--- src/tmr_params.svh ---
`ifndef TMR_PARAMS_SVH
`define TMR_PARAMS_SVH

// ==========================================================
// Register map (register index, byte address is index times four)
`define TMR_CSR_INDEX      6'h08
`define TMR_CNT_INDEX      6'h09
`define TMR_ADDR_W         8

// ==========================================================
// Control and status field positions
`define TMR_BIT_RATE_LO    0
`define TMR_BIT_RATE_HI    1
`define TMR_BIT_TICK_ACK   2
`define TMR_BIT_WRAP_ACK   3
`define TMR_BIT_TICK_EN    4
`define TMR_BIT_WRAP_EN    5
`define TMR_BIT_TICK_FLAG  6
`define TMR_BIT_WRAP_FLAG  7

// ==========================================================
// Reset values
`define TMR_RATE_RESET     2'h3
`define TMR_EN_RESET       1'h0
`define TMR_FLAG_RESET     1'h0

// ==========================================================
// Chain geometry and power-on timing
`define TMR_PRESC_BITS     2
`define TMR_COUNT_BITS     8
`define TMR_TICK_BASE      13
`define TMR_POR_CYCLES     4064
`define TMR_POR_CNT_W      12

`endif

--- src/tmr_pkg.sv ---
package tmr_pkg;

    // ======================================================
    // Reset sequencer states
    typedef enum logic [1:0] {
        tmr_por_count,
        tmr_ext_hold,
        tmr_running
    } tmr_seq_e;

    typedef logic [1:0] tmr_rate_t;

endpackage

--- src/tmr_chain_if.sv ---
`timescale 1ns/1ps

interface tmr_chain_if #(parameter int COUNT_W = 8);
    logic                clear;
    logic                run;
    logic [1:0]          rate_sel;
    logic [COUNT_W-1:0]  count;
    logic                wrap_evt;
    logic                tick_evt;

    modport chain (input clear, input run, input rate_sel,
                   output count, output wrap_evt, output tick_evt);
    modport ctrl  (output clear, output run, output rate_sel,
                   input count, input wrap_evt, input tick_evt);
endinterface

--- src/tmr_chain.sv ---
`timescale 1ns/1ps
`include "tmr_params.svh"

module tmr_chain
    import tmr_pkg::*;
#(
    parameter int PRESC_W   = `TMR_PRESC_BITS,
    parameter int COUNT_W   = `TMR_COUNT_BITS,
    parameter int TICK_BASE = `TMR_TICK_BASE
) (
    input  wire logic    i_clock,
    input  wire logic    i_rst,
    tmr_chain_if.chain   u_if
);

    localparam int TOTAL_W = TICK_BASE + 4;
    localparam int WRAP_W  = PRESC_W + COUNT_W;

    generate
        if (WRAP_W > TICK_BASE || PRESC_W < 1 || COUNT_W < 1) begin : g_bad
            $error("tmr_chain: chain geometry cannot hold the tick taps");
        end
    endgenerate

    logic [TOTAL_W-1:0] chain_ff;
    logic               tap_prev_ff;
    logic               wrap_evt_ff;
    logic               tick_evt_ff;

    // ======================================================
    // Tap selection
    function automatic logic tap_pick(input logic [TOTAL_W-1:0] v, input tmr_rate_t sel);
        logic r;
        r = v[TICK_BASE + int'(sel)];
        return r;
    endfunction

    wire                clr_now  = i_rst | u_if.clear;
    wire                carry    = &chain_ff[WRAP_W-1:0];
    wire                tap_now  = tap_pick(chain_ff, u_if.rate_sel);
    wire [TOTAL_W-1:0]  nxt_chain = chain_ff + {{(TOTAL_W-1){1'b0}}, 1'b1};

    assign u_if.count    = chain_ff[PRESC_W +: COUNT_W];
    assign u_if.wrap_evt = wrap_evt_ff;
    assign u_if.tick_evt = tick_evt_ff;

    // ======================================================
    // Divider chain: prescaler, counter, tick stages
    always_ff @(posedge i_clock) begin
        if (clr_now) begin
            chain_ff    <= '0;
            tap_prev_ff <= 1'b0;
            wrap_evt_ff <= 1'b0;
            tick_evt_ff <= 1'b0;
        end else if (u_if.run) begin
            chain_ff    <= nxt_chain;
            tap_prev_ff <= tap_now;
            wrap_evt_ff <= carry;
            tick_evt_ff <= tap_now & ~tap_prev_ff;
        end else begin
            // Stopped: chain frozen, no events
            wrap_evt_ff <= 1'b0;
            tick_evt_ff <= 1'b0;
        end
    end

endmodule

--- src/tmr_top.sv ---
`timescale 1ns/1ps
`include "tmr_params.svh"


module tmr_top
    import tmr_pkg::*;
#(
    parameter int COUNT_W = `TMR_COUNT_BITS
) (
    input  wire logic        i_clock,
    input  wire logic        i_rst,
    input  wire logic        i_ext_reset,
    input  wire logic        i_stop_mode,
    input  wire logic [7:0]  i_avs_address,
    input  wire logic        i_avs_read,
    input  wire logic        i_avs_write,
    input  wire logic [31:0] i_avs_writedata,
    input  wire logic [3:0]  i_avs_byteenable,
    output logic      [31:0] o_avs_readdata,
    output logic             o_avs_waitrequest,
    output logic             o_irq,
    output logic             o_por_busy
);

    generate
        if (COUNT_W != `TMR_COUNT_BITS) begin : g_bad
            $error("tmr_top: counter width must match the register width");
        end
    endgenerate

    // Power-on counter must reach its last value without wrapping
    generate
        if (`TMR_POR_CYCLES > (1 << `TMR_POR_CNT_W)) begin : g_bad_por
            $error("tmr_top: power-on count does not fit its counter");
        end
    endgenerate

    localparam logic [`TMR_ADDR_W-1:0] CSR_ADDR = {`TMR_CSR_INDEX, 2'b00};
    localparam logic [`TMR_ADDR_W-1:0] CNT_ADDR = {`TMR_CNT_INDEX, 2'b00};
    localparam logic [`TMR_POR_CNT_W-1:0] POR_LAST =
        `TMR_POR_CNT_W'(`TMR_POR_CYCLES - 1);

    // ======================================================
    // State
    tmr_seq_e                   seq_ff;
    tmr_seq_e                   nxt_seq;
    logic [`TMR_POR_CNT_W-1:0]  por_cnt_ff;
    logic                       clear_ff;
    logic                       run_ff;
    tmr_rate_t                  rate_ff;
    logic                       wrap_en_ff;
    logic                       tick_en_ff;
    logic                       wrap_flag_ff;
    logic                       tick_flag_ff;
    logic                       irq_ff;
    logic                       por_busy_ff;
    logic                       wait_ff;
    logic [31:0]                rdata_ff;

    tmr_chain_if #(.COUNT_W(COUNT_W)) u_chain_if ();

    tmr_chain #(
        .PRESC_W   (`TMR_PRESC_BITS),
        .COUNT_W   (COUNT_W),
        .TICK_BASE (`TMR_TICK_BASE)
    ) u_chain (
        .i_clock (i_clock),
        .i_rst   (i_rst),
        .u_if    (u_chain_if)
    );

    // ======================================================
    // Reset sequencer decode
    wire in_por    = (seq_ff == tmr_por_count);
    wire running   = (seq_ff == tmr_running);
    wire por_done  = in_por & (por_cnt_ff == POR_LAST);
    // External reset is ignored while power-on counting is under way
    wire ext_act   = ~in_por & i_ext_reset;
    wire regs_hold = ~running;

    wire [`TMR_POR_CNT_W-1:0] nxt_por_cnt =
        in_por ? por_cnt_ff + `TMR_POR_CNT_W'(1) : por_cnt_ff;

    always_comb begin
        nxt_seq = seq_ff;
        case (seq_ff)
            tmr_por_count: begin
                if (por_done) begin
                    nxt_seq = i_ext_reset ? tmr_ext_hold : tmr_running;
                end
            end
            tmr_ext_hold: begin
                if (!i_ext_reset) begin
                    nxt_seq = tmr_running;
                end
            end
            tmr_running: begin
                if (i_ext_reset) begin
                    nxt_seq = tmr_ext_hold;
                end
            end
            default: begin
                nxt_seq = tmr_por_count;
            end
        endcase
    end

    // Chain cleared at power-on end and while external reset is held
    wire nxt_clear = por_done | ext_act;
    wire nxt_run   = ~i_stop_mode;

    always_ff @(posedge i_clock) begin
        if (i_rst) begin
            seq_ff     <= tmr_por_count;
            por_cnt_ff <= '0;
        end else begin
            seq_ff     <= nxt_seq;
            por_cnt_ff <= nxt_por_cnt;
        end
    end

    // Chain is held clear through reset so power-on counting starts from zero
    always_ff @(posedge i_clock) begin
        if (i_rst) begin
            clear_ff <= 1'b1;
            run_ff   <= 1'b0;
        end else begin
            clear_ff <= nxt_clear;
            run_ff   <= nxt_run;
        end
    end

    assign u_chain_if.clear    = clear_ff;
    assign u_chain_if.run      = run_ff;
    assign u_chain_if.rate_sel = rate_ff;

    // ======================================================
    // Avalon-MM slave decode
    // One wait cycle per access: data is captured while waitrequest is
    // high and presented with it low, so the answer never races the counter.
    wire req      = i_avs_read | i_avs_write;
    wire commit   = req & ~wait_ff;
    wire nxt_wait = ~(req & wait_ff);
    wire hit_csr  = (i_avs_address == CSR_ADDR);
    wire hit_cnt  = (i_avs_address == CNT_ADDR);
    wire csr_wr   = commit & i_avs_write & hit_csr & i_avs_byteenable[0];

    wire wr_rate_lo  = i_avs_writedata[`TMR_BIT_RATE_LO];
    wire wr_rate_hi  = i_avs_writedata[`TMR_BIT_RATE_HI];
    wire wr_tick_ack = i_avs_writedata[`TMR_BIT_TICK_ACK];
    wire wr_wrap_ack = i_avs_writedata[`TMR_BIT_WRAP_ACK];
    wire wr_tick_en  = i_avs_writedata[`TMR_BIT_TICK_EN];
    wire wr_wrap_en  = i_avs_writedata[`TMR_BIT_WRAP_EN];

    // ======================================================
    // Status view
    function automatic logic [7:0] csr_pack(input tmr_rate_t rate,
                                            input logic tick_en,
                                            input logic wrap_en,
                                            input logic tick_flag,
                                            input logic wrap_flag);
        logic [7:0] v;
        v                     = 8'h00;
        v[`TMR_BIT_RATE_LO]   = rate[0];
        v[`TMR_BIT_RATE_HI]   = rate[1];
        v[`TMR_BIT_TICK_ACK]  = 1'b0;
        v[`TMR_BIT_WRAP_ACK]  = 1'b0;
        v[`TMR_BIT_TICK_EN]   = tick_en;
        v[`TMR_BIT_WRAP_EN]   = wrap_en;
        v[`TMR_BIT_TICK_FLAG] = tick_flag;
        v[`TMR_BIT_WRAP_FLAG] = wrap_flag;
        return v;
    endfunction

    wire [7:0] csr_view = csr_pack(rate_ff, tick_en_ff, wrap_en_ff,
                                   tick_flag_ff, wrap_flag_ff);

    // Unmapped addresses read as zero and swallow writes
    wire [31:0] rd_word = hit_csr ? {24'h000000, csr_view} :
                          hit_cnt ? {24'h000000, u_chain_if.count} :
                                    32'h00000000;
    wire [31:0] nxt_rdata = (i_avs_read & wait_ff) ? rd_word : rdata_ff;

    always_ff @(posedge i_clock) begin
        if (i_rst) begin
            wait_ff <= 1'b1;
        end else begin
            wait_ff <= nxt_wait;
        end
    end

    // Read data is kept between reads, so a late sample still sees the last answer
    always_ff @(posedge i_clock) begin
        if (i_rst) begin
            rdata_ff <= 32'h00000000;
        end else begin
            rdata_ff <= nxt_rdata;
        end
    end

    // ======================================================
    // Control bits
    wire tmr_rate_t nxt_rate   = csr_wr ? {wr_rate_hi, wr_rate_lo} : rate_ff;
    wire            nxt_wrap_en = csr_wr ? wr_wrap_en : wrap_en_ff;
    wire            nxt_tick_en = csr_wr ? wr_tick_en : tick_en_ff;

    always_ff @(posedge i_clock) begin
        if (i_rst || regs_hold) begin
            rate_ff <= `TMR_RATE_RESET;
        end else begin
            rate_ff <= nxt_rate;
        end
    end

    // Writes made during power-on or external reset are dropped, not deferred
    always_ff @(posedge i_clock) begin
        if (i_rst || regs_hold) begin
            wrap_en_ff <= `TMR_EN_RESET;
        end else begin
            wrap_en_ff <= nxt_wrap_en;
        end
    end

    always_ff @(posedge i_clock) begin
        if (i_rst || regs_hold) begin
            tick_en_ff <= `TMR_EN_RESET;
        end else begin
            tick_en_ff <= nxt_tick_en;
        end
    end

    // ======================================================
    // Event flags: a new event outranks a same-cycle acknowledge
    wire wrap_clr = csr_wr & wr_wrap_ack;
    wire tick_clr = csr_wr & wr_tick_ack;
    wire nxt_wrap_flag = u_chain_if.wrap_evt | (wrap_flag_ff & ~wrap_clr);
    wire nxt_tick_flag = u_chain_if.tick_evt | (tick_flag_ff & ~tick_clr);

    always_ff @(posedge i_clock) begin
        if (i_rst || regs_hold) begin
            wrap_flag_ff <= `TMR_FLAG_RESET;
        end else begin
            wrap_flag_ff <= nxt_wrap_flag;
        end
    end

    always_ff @(posedge i_clock) begin
        if (i_rst || regs_hold) begin
            tick_flag_ff <= `TMR_FLAG_RESET;
        end else begin
            tick_flag_ff <= nxt_tick_flag;
        end
    end

    // ======================================================
    // Interrupt request and outputs
    wire wrap_req = wrap_flag_ff & wrap_en_ff;
    wire tick_req = tick_flag_ff & tick_en_ff;
    wire nxt_irq  = ~regs_hold & (wrap_req | tick_req);
    wire nxt_por_busy = (nxt_seq == tmr_por_count);

    always_ff @(posedge i_clock) begin
        if (i_rst) begin
            irq_ff <= 1'b0;
        end else begin
            irq_ff <= nxt_irq;
        end
    end

    // Busy follows the next state, so it falls on the edge of the second chain clear
    always_ff @(posedge i_clock) begin
        if (i_rst) begin
            por_busy_ff <= 1'b1;
        end else begin
            por_busy_ff <= nxt_por_busy;
        end
    end

    assign o_avs_readdata    = rdata_ff;
    assign o_avs_waitrequest = wait_ff;
    assign o_irq             = irq_ff;
    assign o_por_busy        = por_busy_ff;

endmodule

--- config.mk ---
export PLATFORM = sky130hd
export DESIGN_NAME = tmr_top
export DESIGN_NICKNAME = d
export VERILOG_FILES = /design/src/tmr_pkg.sv /design/src/tmr_chain_if.sv /design/src/tmr_chain.sv /design/src/tmr_top.sv
export VERILOG_INCLUDE_DIRS = /design/src
export SDC_FILE = /design/constraint.sdc
export NUM_CORES = 1
export LEC_CHECK = 0
export BUFFER_PORTS_ARGS = -buffer_cell sky130_fd_sc_hd__buf_2
export CAP_MARGIN = 20
export CORE_MARGIN = 4
export CORE_UTILIZATION = 45
export CTS_CLUSTER_DIAMETER = 30
export DETAILED_ROUTE_END_ITERATION = 6
export PLACE_DENSITY = 0.73
export SLEW_MARGIN = 40
export SYNTH_ARGS = -nofsm -noshare
export SYNTH_HDL_FRONTEND = slang
export SYNTH_SLANG_ARGS = --single-unit
--- constraint.sdc ---
create_clock -name i_clock -period 4.1 [get_ports i_clock]
set_clock_uncertainty 0.2 [all_clocks]
set_input_delay 0.82 -clock i_clock [delete_from_list [all_inputs] [get_ports i_clock]]
set_output_delay 0.82 -clock i_clock [all_outputs]
set_load 0.01 [all_outputs]
==> results.md <==
* Initial antenna violation count at 0
* Initial drt markers at 109
* RSZ-0062 raised after global routing: false
* Syn. warnings at 0
* Post-cts resize count at 0
* Bufs on Longest Clock Path at 2
* First-pass GRT wire length at roughly 7500 microns
* Final setup margin at around 2.1 ns
* Wirelength per Cell at roughly 12 microns
* IO Pins at 85
* Hold Crit Class: flop to flop
* Starting Density at between 40% and 50%
* Post-synthesis cell type count at 41
* Outcome: completed
* Async S/R FF share, synth at 0%
* Mean area per synthesized cell at 8.92 sq um
* Hold Path Sink: u_chain.u_if.tick_evt
* Final TNS setup at 0 ns
* Hold Path Depth at 1
* Clock transition at path regs at around 0.09 ns
* Critical path class: input port to flop
* Maxcap violations at 0
* Period Utilization, post-route at 48.3%
* Met2 WL post-DR at around 2200 microns
* Fin nets at about 350
* Row Count at 26
* H-tree depth at 2
* CTS Sinks at 53
* CP required at 4.10 ns
* Vias per inst at 5.02
* Fin util at 50.4%
* EDFF count, synth at 0
* Layout cells sized above 1 at 14.3%
* R2r endpoint: por_cnt_ff[10]
* CTS tree: built
* Worst path arrival time at 1.98 ns
* Core ar. at 0.00520 sq mm
* Worst path cell trace: buf_2 -> nor4bb_1 -> nand3_1 -> nor3b_1 -> nor2_1
* Post-Syn Area at 0.00245 sq mm
* # DRC at 0
* Crit path max-delay cell type: nand3_1
* Diode count at 0
* Max VDD drop at 0.227 mV
* # hold bufs at CTS at 0
* Die Span X at 81.8 microns
* Finish-stage setup viols at 0
* Yosys reg bits at 53
* Reg2Reg Launch Point: por_cnt_ff[0]
* # port buffers at 31
* WP buf/inv at 1
* Total Wirelength at 4510 microns
* CTS Buf Count at 5
* Commonest cells after routing, fill and taps aside: 53 x dfxtp_1, 40 x nor2_1, 31 x buf_2
* GR Util All Layers at 14.4%
* Seq/Total Area, Yosys at 43.3%
* Setup crit end kind: flop
* Top FF cell, synth: dfxtp_1
* Top layer in use: met4
* Post-layout min period at 1.98 ns
* Hpwl dp at 3420 microns
* Setup slack, reg-to-reg at approximately 2.2 ns
* Routed met3 length at 271 microns
* Synth-to-layout area growth at 6.94%
* Total grt overflow at 0
* Clk Tree Root Cell: clkbuf_8
* M1 WL at 2030 microns
* Largest net degree at the start of global routing at 27
* Most common cell after layout, fill and taps aside: dfxtp_1
* R2R depth at 5
* Hold slack at between 0.2 and 0.25 ns
* F_max at 0.505 GHz
* Max Transition Viols Final at 0
* First-pass DRT Iterations at 4
* Worst-path fanout max at 9
* Final Hold Viols at 0
* Largest delay share family, worst path: simple AND/OR/NAND/NOR gates
* Vias in the first global route at 1749
* Final RePlAce weighted congestion at 0.801
* Critical path launch point type: input port
* P_leak at 0.00102 uW
* Post-CTS Setup Repair Bufs at 0
* Dpl ws at 1.78 ns
* Chip height at 81.8 microns
* Synth Instances at 275
* CP max stage delay at 0.33 ns
* Total die area at approximately 0.0067 sq mm
* Post-DRT Antenna Nets at 0
* Total number of vias at roughly 1900
* Clock latency on the worst-skew pair at 0.30 ns
* Worst Hold Launch: u_chain.tap_prev_ff
* Pwr/cell area at 319 mW/mm^2
## metal layers
metal  global-route usage (%)  vias to the layer above
li1                         -                      958
met1                     18.1                      854
met2                     24.0                       41
met3                     3.62                        6
met4                     4.65                        0
met5                        0                        -
## report_power, final
part | leakage [uW] | switching [uW] | internal [uW] | total, uW
registers | 0.000429 | 6.37 | 519 | 526
logic | 0.000552 | 29.8 | 16.4 | 46.3
clock network | 0.0000399 | 152 | 113 | 265
## kinds of logic (layout without fill, tap and decap cells)
logic type / after synthesis / in the layout / synth area share, %
AO/OA/AOI/OAI: 33 / 33 / 8.72
adder cells (fa/ha/maj): 3 / 3 / 1.53
multiplexers: 13 / 13 / 5.46
other: 1 / 24 / 0.153
flip-flops: 53 / 53 / 43.3
AND/OR/NAND/NOR: 110 / 110 / 23.0
XOR/XNOR: 21 / 21 / 7.50
buffers and inverters: 41 / 43 / 10.4
## worst max path at each step
stage / depth (start not counted) / from / slack, ns / to
floorplan: 5 / i_avs_address[2] / 1.94 / tick_flag_ff
global placement: 5 / i_avs_address[6] / 1.80 / wrap_flag_ff
detailed placement: 5 / i_avs_address[2] / 1.78 / wrap_flag_ff
CTS: 5 / i_avs_address[2] / 2.10 / wrap_flag_ff
global route: 4 / run_ff / 2.00 / u_chain.chain_ff[11]
finish: 5 / i_avs_address[2] / 2.12 / wrap_flag_ff
## area by class of cell
| cell class | instances | area, sq um |
|---|---|---|
| fillers | 539 | 2580 |
| multi-input cells | 204 | 1220 |
| flip-flops and latches | 53 | 1060 |
| repair buffers | 31 | 155 |
| well taps | 70 | 87.6 |
| clock buffers | 5 | 68.8 |
| inverters | 6 | 22.5 |
| clock inverters | 1 | 5.00 |
## through the flow
stage                     total power [uW]  cell area [sq um]  cells
final                                  837               2620    370
after global routing                   874               2620    370
after CTS                              846               2620    370
after detailed placement               584               2550    364
after global placement                 583               2550    364
after floorplan                        586               2540    298
## cells in the mapped netlist (4+ instances only)
master     instances  share of area (%)
o21ai_0            8                1.6
xor2_1             8                2.9
or3_1              4                1.0
nor2_1            40                6.1
buf_4             26                8.0
nand3_1            6                1.2
inv_1              6               0.92
a21oi_1           11                2.2
nor3_1             6                1.2
clkbuf_1           6               0.92
mux2i_1           10                4.1
a2bb2oi_1          5                1.8
dfxtp_1           53                 43
xnor2_1           13                4.6
nand4_1           11                2.8
nand2_1           17                2.6
nor4_1             6                1.5
## registers in the layout, summed over array words and instances, names as in the netlist, 2 cells and up
signal	flops
rate_ff	2
seq_ff	2
por_cnt_ff	12
o_avs_readdata	8
u_chain.chain_ff	17
(Power assumes the default switching activity.)
